## config.mk

```make
export PLATFORM = sky130hd
export DESIGN_NAME = aad_detect_cfg
export DESIGN_NICKNAME = d
export VERILOG_FILES = /design/src/shared/aad_pkg.sv /design/src/logic/aad_detect_cfg.sv
export SDC_FILE = /design/constraint.sdc
export NUM_CORES = 1
export LEC_CHECK = 0
export BUFFER_PORTS_ARGS = -buffer_cell sky130_fd_sc_hd__buf_2
export CAP_MARGIN = 10
export CORE_UTILIZATION = 64
export CTS_BUF_LIST = sky130_fd_sc_hd__clkbuf_8
export CTS_CLUSTER_SIZE = 10
export DETAILED_ROUTE_END_ITERATION = 8
export PLACE_DENSITY_LB_ADDON = 0.3
export RECOVER_POWER = 50
export SYNTH_ARGS = -nofsm -noshare
export SYNTH_HDL_FRONTEND = slang
export SYNTH_SLANG_ARGS = --single-unit
```

## constraint.sdc

```tcl
create_clock -name clk -period 6.86 [get_ports clk]
set_input_delay 1.372 -clock clk [delete_from_list [all_inputs] [get_ports clk]]
set_output_delay 1.372 -clock clk [all_outputs]
set_load 0.005 [all_outputs]
```

## src/shared/aad_pkg.sv

```systemverilog
// Constants, types and register map of the activity detection configuration block
package aad_pkg;

  // ----------------------------------------------------------------
  // Register offsets
  // ----------------------------------------------------------------
  localparam logic [7:0] REG_DETECT_ENABLE_CTRL = 8'h29;
  localparam logic [7:0] REG_FLOOR_UPPER = 8'h2A;
  localparam logic [7:0] REG_FLOOR_LOWER = 8'h2B;
  localparam logic [7:0] REG_RESERVED_A = 8'h2C;
  localparam logic [7:0] REG_RESERVED_B = 8'h2D;
  localparam logic [7:0] REG_REL_PULSE_LOWER = 8'h2E;
  localparam logic [7:0] REG_PULSE_UPPER_SHARED = 8'h2F;
  localparam logic [7:0] REG_ABS_PULSE_LOWER = 8'h30;
  localparam logic [7:0] REG_ABS_LEVEL_LOWER = 8'h31;
  localparam logic [7:0] REG_ABS_LEVEL_UPPER = 8'h32;
  localparam logic [7:0] REG_RELATIVE_MARGIN = 8'h33;
  localparam logic [7:0] REG_ANALOG_CUTOFF_SEL = 8'h35;
  localparam logic [7:0] REG_ANALOG_LEVEL_SEL = 8'h36;

  // ----------------------------------------------------------------
  // Field positions and values
  // ----------------------------------------------------------------
  localparam int VARIANT_LSB = 0;
  localparam int VARIANT_MSB = 1;
  localparam int ANALOG_ON_BIT = 3;
  localparam int UPPER5_MSB = 4;
  localparam int REL_UPPER_MSB = 3;
  localparam int ABS_UPPER_LSB = 4;
  localparam int ABS_UPPER_MSB = 7;
  localparam int CUTOFF_MSB = 2;
  localparam int ANALOG_LEVEL_MSB = 3;
  localparam logic [1:0] VARIANT_CLOCKED = 2'h1;
  localparam logic [1:0] VARIANT_CLOCKLESS = 2'h2;

  // ----------------------------------------------------------------
  // Widths and reset values
  // ----------------------------------------------------------------
  localparam int LEVEL_W = 13;
  localparam int AVG_SHIFT = 4;
  localparam logic [12:0] COUNT_MAX = 13'h1FFF;
  localparam logic [12:0] LEVEL_ZERO = 13'h0000;
  localparam logic [7:0] BYTE_ZERO = 8'h00;
  localparam logic [4:0] UPPER5_ZERO = 5'h00;
  localparam logic [1:0] VARIANT_OFF = 2'h0;

  // ----------------------------------------------------------------
  // Types
  // ----------------------------------------------------------------
  typedef enum logic [1:0] {
    MODE_OFF = 2'b00,
    MODE_ANALOG = 2'b01,
    MODE_CLOCKED = 2'b10,
    MODE_CLOCKLESS = 2'b11
  } aad_mode_e;

  typedef struct packed {
    logic valid;
    logic [7:0] addr;
    logic [7:0] data;
  } aad_write_s;

  typedef struct packed {
    logic valid;
    logic [12:0] value;
  } aad_level_s;

endpackage
```

## src/logic/aad_detect_cfg.sv

```systemverilog
// Configuration registers and wake decision of the acoustic activity detector
`timescale 1ns/100ps

// Notes on behaviour
// - Analog detector is active only when enabled and the PDM clock is stopped.
// - Register 0x29 bits 1:0 pick clocked (1) or clockless (2) digital variant.
// - Clocked variant keeps the PDM bitstream on; clockless variant turns it off.
// - Both digital variants share registers and detect in exactly the same way.
// - Settings arrive only as one-wire writes; results leave only on the flag.
// - Floor is 0x2A[4:0] upper and 0x2B[7:0] lower; host keeps 0x0F..0x7BC.
// - Relative duration is 0x2F[3:0] upper, 0x2E lower; host keeps up to 0x12C.
// - Absolute duration is 0x2F[7:4] upper, 0x30 lower; host keeps up to 0xDAA.
// - Absolute level is 0x32[4:0] upper and 0x31 lower; host keeps 0x00F..0x7BC.
// - Relative margin is all of 0x33; host keeps 0x24..0xFF.
// - Detection qualifies only when level exceeds threshold for the minimum duration.
// - Absolute and relative algorithms run together; either one raises the flag.
// - Flag rises on qualified stimulus, holds while it lasts, falls when it stops.
// - Relative algorithm keeps a running background average and adds the margin.
// - Below floor plus margin threshold is fixed, otherwise average plus margin.
// - Register 0x29 bit 3 turns the analog detector on; it resets off.
// - Analog cutoff select is 0x35[2:0]; analog level select is 0x36[3:0].
// - Analog detector flags while above level and below cutoff, else drops it.
module aad_detect_cfg #(
  parameter int AVG_SHIFT = aad_pkg::AVG_SHIFT
) (
  // Clock and reset
  input wire logic clk,
  input wire logic reset,
  // Decoded one-wire register writes
  input wire aad_pkg::aad_write_s wr,
  // Host clock presence
  input wire logic pdm_clock_running,
  // Voice-band filtered level samples
  input wire aad_pkg::aad_level_s level,
  // Analog comparator results
  input wire logic analog_above_level,
  input wire logic analog_below_cutoff,
  // Activity flag pin
  output logic activity_flag,
  // Analog path controls
  output logic [2:0] analog_cutoff_select,
  output logic [3:0] analog_level_select,
  // Mode status
  output logic pdm_stream_on,
  output logic digital_detector_active,
  output logic analog_detector_active
);

  // ----------------------------------------------------------------
  // Register bank
  // ----------------------------------------------------------------
  logic [1:0] digital_variant_select;
  logic analog_detector_on;
  logic [4:0] floor_upper;
  logic [7:0] floor_lower;
  logic [7:0] rel_pulse_lower;
  logic [7:0] pulse_upper_shared;
  logic [7:0] abs_pulse_lower;
  logic [7:0] abs_level_lower;
  logic [4:0] abs_level_upper;
  logic [7:0] relative_margin;

  // Unmapped and reserved offsets fall to default and are dropped
  always_ff @(posedge clk or posedge reset) begin
    if (reset) begin
      digital_variant_select <= aad_pkg::VARIANT_OFF;
      analog_detector_on <= 1'b0;
      floor_upper <= aad_pkg::UPPER5_ZERO;
      floor_lower <= aad_pkg::BYTE_ZERO;
      rel_pulse_lower <= aad_pkg::BYTE_ZERO;
      pulse_upper_shared <= aad_pkg::BYTE_ZERO;
      abs_pulse_lower <= aad_pkg::BYTE_ZERO;
      abs_level_lower <= aad_pkg::BYTE_ZERO;
      abs_level_upper <= aad_pkg::UPPER5_ZERO;
      relative_margin <= aad_pkg::BYTE_ZERO;
      analog_cutoff_select <= 3'h0;
      analog_level_select <= 4'h0;
    end else if (wr.valid) begin
      case (wr.addr)
        aad_pkg::REG_DETECT_ENABLE_CTRL: begin
          digital_variant_select <=
            wr.data[aad_pkg::VARIANT_MSB:aad_pkg::VARIANT_LSB];
          analog_detector_on <= wr.data[aad_pkg::ANALOG_ON_BIT];
        end
        aad_pkg::REG_FLOOR_UPPER: floor_upper <= wr.data[aad_pkg::UPPER5_MSB:0];
        aad_pkg::REG_FLOOR_LOWER: floor_lower <= wr.data;
        aad_pkg::REG_REL_PULSE_LOWER: rel_pulse_lower <= wr.data;
        aad_pkg::REG_PULSE_UPPER_SHARED: pulse_upper_shared <= wr.data;
        aad_pkg::REG_ABS_PULSE_LOWER: abs_pulse_lower <= wr.data;
        aad_pkg::REG_ABS_LEVEL_LOWER: abs_level_lower <= wr.data;
        aad_pkg::REG_ABS_LEVEL_UPPER: abs_level_upper <= wr.data[aad_pkg::UPPER5_MSB:0];
        aad_pkg::REG_RELATIVE_MARGIN: relative_margin <= wr.data;
        aad_pkg::REG_ANALOG_CUTOFF_SEL:
          analog_cutoff_select <= wr.data[aad_pkg::CUTOFF_MSB:0];
        aad_pkg::REG_ANALOG_LEVEL_SEL:
          analog_level_select <= wr.data[aad_pkg::ANALOG_LEVEL_MSB:0];
        default: ;
      endcase
    end
  end

  // ----------------------------------------------------------------
  // Assembled fields
  // ----------------------------------------------------------------
  logic [12:0] floor_level;
  logic [12:0] absolute_level;
  logic [12:0] min_dur [2];

  assign floor_level = {floor_upper, floor_lower};
  assign absolute_level = {abs_level_upper, abs_level_lower};
  assign min_dur[0] = {1'b0, pulse_upper_shared[aad_pkg::ABS_UPPER_MSB:aad_pkg::ABS_UPPER_LSB],
    abs_pulse_lower};
  assign min_dur[1] = {1'b0, pulse_upper_shared[aad_pkg::REL_UPPER_MSB:0],
    rel_pulse_lower};

  function automatic logic [13:0] add_margin(input logic [12:0] base, input logic [7:0] margin);
    add_margin = {1'b0, base} + {6'h00, margin};
  endfunction

  // ----------------------------------------------------------------
  // Mode selection
  // ----------------------------------------------------------------
  aad_pkg::aad_mode_e mode;
  aad_pkg::aad_mode_e next_mode;
  logic digital_mode;

  always_comb begin
    if (analog_detector_on && !pdm_clock_running) begin
      next_mode = aad_pkg::MODE_ANALOG;
    end else if (digital_variant_select == aad_pkg::VARIANT_CLOCKED && pdm_clock_running) begin
      next_mode = aad_pkg::MODE_CLOCKED;
    end else if (digital_variant_select == aad_pkg::VARIANT_CLOCKLESS) begin
      next_mode = aad_pkg::MODE_CLOCKLESS;
    end else begin
      next_mode = aad_pkg::MODE_OFF;
    end
  end

  always_ff @(posedge clk or posedge reset) begin
    if (reset) begin
      mode <= aad_pkg::MODE_OFF;
      pdm_stream_on <= 1'b0;
      digital_detector_active <= 1'b0;
      analog_detector_active <= 1'b0;
    end else begin
      mode <= next_mode;
      pdm_stream_on <= (next_mode == aad_pkg::MODE_CLOCKED);
      digital_detector_active <= (next_mode == aad_pkg::MODE_CLOCKED) ||
        (next_mode == aad_pkg::MODE_CLOCKLESS);
      analog_detector_active <= (next_mode == aad_pkg::MODE_ANALOG);
    end
  end

  assign digital_mode = (mode == aad_pkg::MODE_CLOCKED) || (mode == aad_pkg::MODE_CLOCKLESS);

  // ----------------------------------------------------------------
  // Relative threshold
  // ----------------------------------------------------------------
  logic [12:0] background_avg;
  logic [12:0] next_avg;
  logic signed [13:0] avg_diff;
  logic signed [13:0] avg_step;
  logic [13:0] avg_sum;
  logic [13:0] fixed_thr;
  logic [13:0] tracking_thr;
  logic [13:0] inst_thr;
  logic above_thr [2];

  always_comb begin
    avg_diff = $signed({1'b0, level.value}) - $signed({1'b0, background_avg});
    avg_step = avg_diff >>> AVG_SHIFT;
    avg_sum = {1'b0, background_avg} + avg_step;
    next_avg = avg_sum[12:0];
    fixed_thr = add_margin(floor_level, relative_margin);
    tracking_thr = add_margin(background_avg, relative_margin);
    inst_thr = ({1'b0, level.value} < fixed_thr) ? fixed_thr : tracking_thr;
  end

  assign above_thr[0] = level.value > absolute_level;
  assign above_thr[1] = {1'b0, level.value} > inst_thr;

  always_ff @(posedge clk or posedge reset) begin
    if (reset) begin
      background_avg <= aad_pkg::LEVEL_ZERO;
    end else if (!digital_mode) begin
      background_avg <= aad_pkg::LEVEL_ZERO;
    end else if (level.valid) begin
      background_avg <= next_avg;
    end
  end

  // ----------------------------------------------------------------
  // Minimum duration qualification, index 0 absolute, 1 relative
  // ----------------------------------------------------------------
  logic [12:0] run_cnt [2];
  logic qualified [2];

  for (genvar g = 0; g < 2; g++) begin : g_algo
    always_ff @(posedge clk or posedge reset) begin
      if (reset) begin
        run_cnt[g] <= aad_pkg::LEVEL_ZERO;
        qualified[g] <= 1'b0;
      end else if (!digital_mode) begin
        run_cnt[g] <= aad_pkg::LEVEL_ZERO;
        qualified[g] <= 1'b0;
      end else if (level.valid) begin
        if (above_thr[g]) begin
          run_cnt[g] <= (run_cnt[g] == aad_pkg::COUNT_MAX) ? run_cnt[g] : run_cnt[g] + 13'h0001;
          qualified[g] <= run_cnt[g] >= min_dur[g];
        end else begin
          run_cnt[g] <= aad_pkg::LEVEL_ZERO;
          qualified[g] <= 1'b0;
        end
      end
    end
  end

  // ----------------------------------------------------------------
  // Activity flag
  // ----------------------------------------------------------------
  logic next_flag;

  always_comb begin
    unique case (mode)
      aad_pkg::MODE_ANALOG: next_flag = analog_above_level && analog_below_cutoff;
      aad_pkg::MODE_CLOCKED,
      aad_pkg::MODE_CLOCKLESS: next_flag = qualified[0] || qualified[1];
      aad_pkg::MODE_OFF: next_flag = 1'b0;
    endcase
  end

  always_ff @(posedge clk or posedge reset) begin
    if (reset) begin
      activity_flag <= 1'b0;
    end else begin
      activity_flag <= next_flag;
    end
  end
endmodule

```

; After elaboration in Yosys (flattened, before gate mapping)
; Cells that the tools add are included.
[op_classes]
n_reduce_logical = 22
multipliers = 0
n_shift = 0
div_mod_pow = 0
n_eq_ne = 24
n_mux = 21
addsub = 6
order_cmp = 5
n_bitwise = 0
[ops]
columns = op, n
row1 = $mux 13, 10
row2 = $eq 8x6->1 const B, 11
row3 = $add 13x8->14, 2
row4 = $add 13x1->13 const B, 2
row5 = $eq 13x13->1 const B, 2
row6 = $ge 13x12->1, 2
row7 = $reduce_and 2->1, 13
row8 = $gt 13x14->1, 1
row9 = $lt 13x14->1, 1
row10 = $mux 14, 1
row11 = $sub 13x13->14, 1
row12 = $add 13x13->13, 1
row13 = $gt 13x13->1, 1
row14 = $eq 2x2->1 const B, 5
row15 = $eq 2x1->1 const B, 3
row16 = $mux 1, 6
row17 = $mux 2, 3
row18 = $ne 3x3->1 const B, 2
row19 = $logic_and 1x1->1, 3
row20 = $logic_or 1x1->1, 3
row21 = $pmux 1 s3, 1
row22 = $logic_not 2->1, 1
row23 = $ne 2x2->1 const B, 1
row24 = $reduce_or 2->1, 1
row25 = $logic_not 1->1, 1
[word_totals]
ram_bits = 0
rom_bits = 0
latchBits = 0
inputBits = 36
mem_count = 0
regBits = 115
output_inout_bits = 11

; Logic depth before layout (Yosys ltp)
[logic_depth]
word_depth = 7
ltp_mapped = 28

; Least setup slack after synthesis
; OpenSTA, ideal clock, no wires.
[synth_path]
path_type = register to register
start = register relative_margin[0]
end = register run_cnt[3] (netlist name)
path_buffers = 1
arrival_time_ps = 4784
setup_slack_ps = 1951
stages_incl_launch_ff = 26
path_cell_list = dfrtp_1 ha_1 fa_1 a21o_1 a21oi_1 nor2b_1 o21ai_0 a21oi_1 nand3_1 xor2_1 ha_1 nand3_1 o21ba_2 a21oi_1 a211oi_2 nor2_2 mux2_2 ha_1 or3_1 a221oi_1 o21ai_0 o311ai_2 nor2_4 buf_6 a21oi_1 mux2i_1
[synth_between]
elab_chain_len = 7
word_cells_on_any_way = 10
cone_classes = 2 x add/sub / 2 x order compare / 1 x eq/ne / 4 x mux / 1 x reduce/logical
[synth_lines]
columns = item, line_no
row1 = start: declaration, aad_detect_cfg.sv:61  ; logic [7:0] relative_margin;
row2 = start signal: assignment, aad_detect_cfg.sv:75  ; relative_margin <= aad_pkg::BYTE_ZERO;
row3 = start signal: assignment, aad_detect_cfg.sv:92  ; aad_pkg::REG_RELATIVE_MARGIN: relative_margin <= wr.data;
row4 = $add 13x8->14, aad_detect_cfg.sv:117  ; add_margin = {1'b0, base} + {6'h00, margin};
row5 = $lt 13x14->1, aad_detect_cfg.sv:176  ; inst_thr = ({1'b0, level.value} < fixed_thr) ? fixed_thr : tracking_thr;
row6 = $mux 14 *, aad_detect_cfg.sv:176
row7 = $gt 13x14->1 *, aad_detect_cfg.sv:180  ; assign above_thr[1] = {1'b0, level.value} > inst_thr;
row8 = $mux 13, aad_detect_cfg.sv:207  ; if (above_thr[g]) begin
row9 = $mux 13, aad_detect_cfg.sv:206  ; end else if (level.valid) begin
row10 = $mux 13, aad_detect_cfg.sv:203  ; end else if (!digital_mode) begin
row11 = end signal: indexed assignment, aad_detect_cfg.sv:204  ; run_cnt[g] <= aad_pkg::LEVEL_ZERO;
row12 = end signal: indexed assignment, aad_detect_cfg.sv:208  ; run_cnt[g] <= (run_cnt[g] == aad_pkg::COUNT_MAX) ? run_cnt[g] : run_cnt[g] + 13'h0001;
row13 = end signal: indexed assignment, aad_detect_cfg.sv:211  ; run_cnt[g] <= aad_pkg::LEVEL_ZERO;
row14 = end: declaration, aad_detect_cfg.sv:195  ; logic [12:0] run_cnt [2];
; Every way passes the cells marked *; elsewhere a longest branch is shown, timed or not. The select of a mux whose other input is x is not followed.
; A chain may end at the register's enable or synchronous reset.

; Worst setup path after layout
[layout_path]
start = register relative_margin[0]
end = register run_cnt[0] (netlist name)
; Same word-level chain as after synthesis.

==> flow_summary.json <==
{
  "outcome": "finished with violations",
  "violations": "max-capacitance violations, max-slew violations",
  "insertedDiodeCount": 0,
  "synth_top_cell_by_area": "dfrtp_1",
  "htree_levels": 4,
  "wl_um": 19640,
  "whs_ns": 0.4974,
  "yosysTopAreaCellShare_pct": 35.27,
  "cts-buffers-inserted": 17,
  "max_slew_margin_pct": -36.42,
  "clock_path_buffers": 2,
  "peakVddDrop_mv": 0.2130,
  "p_int_uw": 1159,
  "slew_violations": 84,
  "crit_path_end_kind": "register",
  "syn_area_sq_um": 8159,
  "whs_path_depth": 1,
  "async_reset_ff_share_pct": 100.0,
  "final_layout_size_suffix_gt1_share_pct": 15.14,
  "drv_cap": 1,
  "r2r-start": "relative_margin[0]$_DFFE_PP0P_",
  "route.detailed.drc": 0,
  "max_freq_mhz": 165.9,
  "switching_share_pct": 29.39,
  "hp-start": "qualified[1]$_DFFE_PP0P_",
  "setup_viol": 0,
  "grt_overflow": 0,
  "cts_setup_buffers": 0,
  "syn_avg_cell_area_sq_um": 9.532,
  "synth-seq-area-share_pct": 35.27,
  "p_comb_share_pct": 16.0,
  "via_count": 6775,
  "cts_tree": "built",
  "synth_warnings": 0,
  "tightest_slew_ns": 2.046,
  "cts.clk_slew.worst_paths_ns": 0.08,
  "cts_root_buffer": "clkbuf_8",
  "syn_nets": 999,
  "cts_resized": 0,
  "power_frac_clock_pct": 39.8,
  "path_class": "reg2reg",
  "path_common_cell": "a21oi_1",
  "synth_edf_count": 0,
  "grt_max_degree": 84,
  "num_io_pins": 47,
  "nFillCells": 938,
  "fin_worst_skew_ns": 0.01361,
  "synth_flop_cell": "dfrtp_1",
  "finalNetCount": 1048,
  "clk_latency_ns": 0.46,
  "drt-wirelength-per-cell_um": 18.09,
  "required_ns": 7.24,
  "rsz0062_at_grt": "false",
  "ant_nets": 0,
  "synth.distinct_cells": 70,
  "rows": 40,
  "first_global_vias": 7004,
  "start_util_pct": 66.81,
  "grt_pass1_wl_um": 32520,
  "rrSetupSlack_ns": 0.83,
  "crit_arrival_ns": 6.41,
  "port_buffers": 46,
  "r2r-end": "run_cnt[0]$_DFFE_PP0P_",
  "drt_iter0_drc": 374,
  "worstPathMaxFanout": 18,
  "period_share_pct": 87.87,
  "p_leak_uw": 0.004283,
  "dieArea_sq_um": 13200,
  "final_hold_viol_count": 0,
  "start_kind": "register",
  "crit_slowest_cell": "nor2_2",
  "dpl.hpwl_um": 14560,
  "grtUsageTotal_pct": 32.13,
  "syn2layout_area_growth_pct": 9.477,
  "powerDensity_nw_per_um2": 183.7,
  "cts_sinks": 115,
  "vias_per_cell": 6.238,
  "die_width_um": 114.9,
  "core_sq_um": 12210,
  "min_path_type": "reg2reg",
  "hold_path_end": "qualified[1]$_DFFE_PP0P_",
  "drt-pass1-iter-count": 5,
  "gp_congestion": 0.9426,
  "die_h_um": 114.9,
  "cp_slowest_stage_delay_ns": 0.62,
  "rr_worst_depth": 25,
  "antenna_found_initial": 0,
  "pwr-share-seq_pct": 44.2,
  "switching_power_uw": 482.3,
  "syn_inst": 856,
  "period_needed_ns": 6.028,
  "ys_top_cells_by_area": "dfrtp_1 (35%), ha_1 (16%), mux2_2 (7.3%)",
  "hold_buffers": 0,
  "setup_tns_ns": 0,
  "ys_seq_elements": 115
}
worst max-delay path: cells and delay by family, from the launching register on:
kind,cells,cell delay (ns)
multiplexers,2,0.62
AND/OR/NAND/NOR,8,1.72
AO/OA/AOI/OAI,10,1.87
adder cells (fa/ha/maj),4,1.22
XOR/XNOR,1,0.10
flip-flops,1,0.41
flip-flops by register name, summed over array words and instances, names as in the netlist, 2 cells and up:
name	cells
floor_upper	5
qualified	2
relative_margin	8
digital_variant_select	2
run_cnt	26
mode	2
analog_level_select	4
background_avg	13
abs_pulse_lower	8
floor_lower	8
abs_level_lower	8
rel_pulse_lower	8
abs_level_upper	5
pulse_upper_shared	8
analog_cutoff_select	3
through the flow:
stage	setup WS, ns	total power [uW]	area (sq um)	util [%]	std cells
CTS	0.9138	1642	8965	73.41	1086
detailed placement	0.9322	994.9	8556	70.06	1054
finish	0.8323	1641	8932	73.15	1086
floorplan	1.951	915.9	8159	-	856
global route	0.3854	1708	8932	73.15	1086
global placement	1.209	976.3	8556	70.06	1054
logic make-up after synthesis:
| family | count (synthesis) | synth area share (%) |
|---|---|---|
| and+or+nand+nor | 256 | 15.69 |
| AOI/OAI and AO/OA | 186 | 14.91 |
| DFF | 115 | 35.27 |
| adders and majority gates | 107 | 16.68 |
| buffers and inverters | 84 | 4.033 |
| muxes | 66 | 8.910 |
| xor gates and xnor gates | 42 | 4.508 |
synth_stat cells (2+ instances only):
| master | instances |
|---|---|
| inv_1 | 64 |
| mux2i_1 | 13 |
| nor2_1 | 47 |
| nand3_1 | 26 |
| ha_1 | 104 |
| o22ai_1 | 7 |
| a2111oi_0 | 3 |
| and3_1 | 13 |
| o21ai_1 | 2 |
| o2111ai_1 | 3 |
| or2_2 | 2 |
| nor3b_1 | 3 |
| nor4_1 | 5 |
| o211a_1 | 2 |
| o21ai_0 | 52 |
| a41oi_1 | 2 |
| a2111oi_2 | 2 |
| fa_1 | 3 |
| o211ai_1 | 5 |
| nand2_1 | 75 |
| a21oi_1 | 50 |
| and4_1 | 2 |
| xor2_1 | 20 |
| o41ai_1 | 4 |
| nand2b_1 | 13 |
| a211oi_1 | 3 |
| mux2_2 | 53 |
| or3_1 | 5 |
| o31ai_1 | 4 |
| a21o_1 | 15 |
| or4_1 | 2 |
| nor2b_1 | 15 |
| dfrtp_1 | 115 |
| nor3_1 | 17 |
| nand3b_1 | 2 |
| buf_2 | 2 |
| a211o_1 | 3 |
| o21a_1 | 12 |
| clkbuf_1 | 15 |
| and2_1 | 4 |
| xnor2_1 | 22 |
| nand4_1 | 17 |
worst max path at each step:
stage,from,endpoint,slack (ns),cells past startpoint
floorplan,relative_margin[0]$_DFFE_PP0P_,run_cnt[3]$_DFFE_PP0P_,1.95,25
CTS,relative_margin[0]$_DFFE_PP0P_,run_cnt[0]$_DFFE_PP0P_,0.91,25
global route,relative_margin[0]$_DFFE_PP0P_,run_cnt[0]$_DFFE_PP0P_,0.39,25
finish,relative_margin[0]$_DFFE_PP0P_,run_cnt[0]$_DFFE_PP0P_,0.83,25
global placement,relative_margin[0]$_DFFE_PP0P_,run_cnt[0]$_DFFE_PP0P_,1.21,25
detailed placement,relative_margin[0]$_DFFE_PP0P_,run_cnt[0]$_DFFE_PP0P_,0.93,25
cells in the final DEF, fill, tap and decap left out, drive strengths merged, types with 7 or more instances in the layout:
cell      n
nand2b   14
nand2    75
xor2     20
mux2i    13
o21ai    54
clkbuf   29
nand4    17
a21oi    50
o22ai     7
nand3    26
nor2b    15
inv      68
and3     13
mux2     53
o21a     12
a21o     15
nor2     49
nor3     17
buf      40
dfrtp   115
ha      104
xnor2    22
power groups by stage:
stage                     clock [uW]  sequential [uW]  combinational, uW
after floorplan                    0              730                186
after global placement             0              736                241
after detailed placement           0              737                257
after CTS                        656              725                261
after global routing             688              728                292
final                            653              725                263
layout make-up:
class	instances	area [sq um]	share of cell area [%]
multi-input cells	657	4952	55.44
flip-flops and latches	115	2878	32.22
clock buffers	19	261.5	2.928
repair buffers	50	241.5	2.703
inverters	64	241.5	2.703
well taps	168	210.2	2.353
clock inverters	13	147.6	1.653
routing by layer:
metal / wire length (um) / track usage [%]
met1: 8421 / 39.22
met2: 9318 / 53.21
met3: 1297 / 7.802
met4: 607 / 16.28
met5: 0 / 0
(Power assumes the default switching activity.)
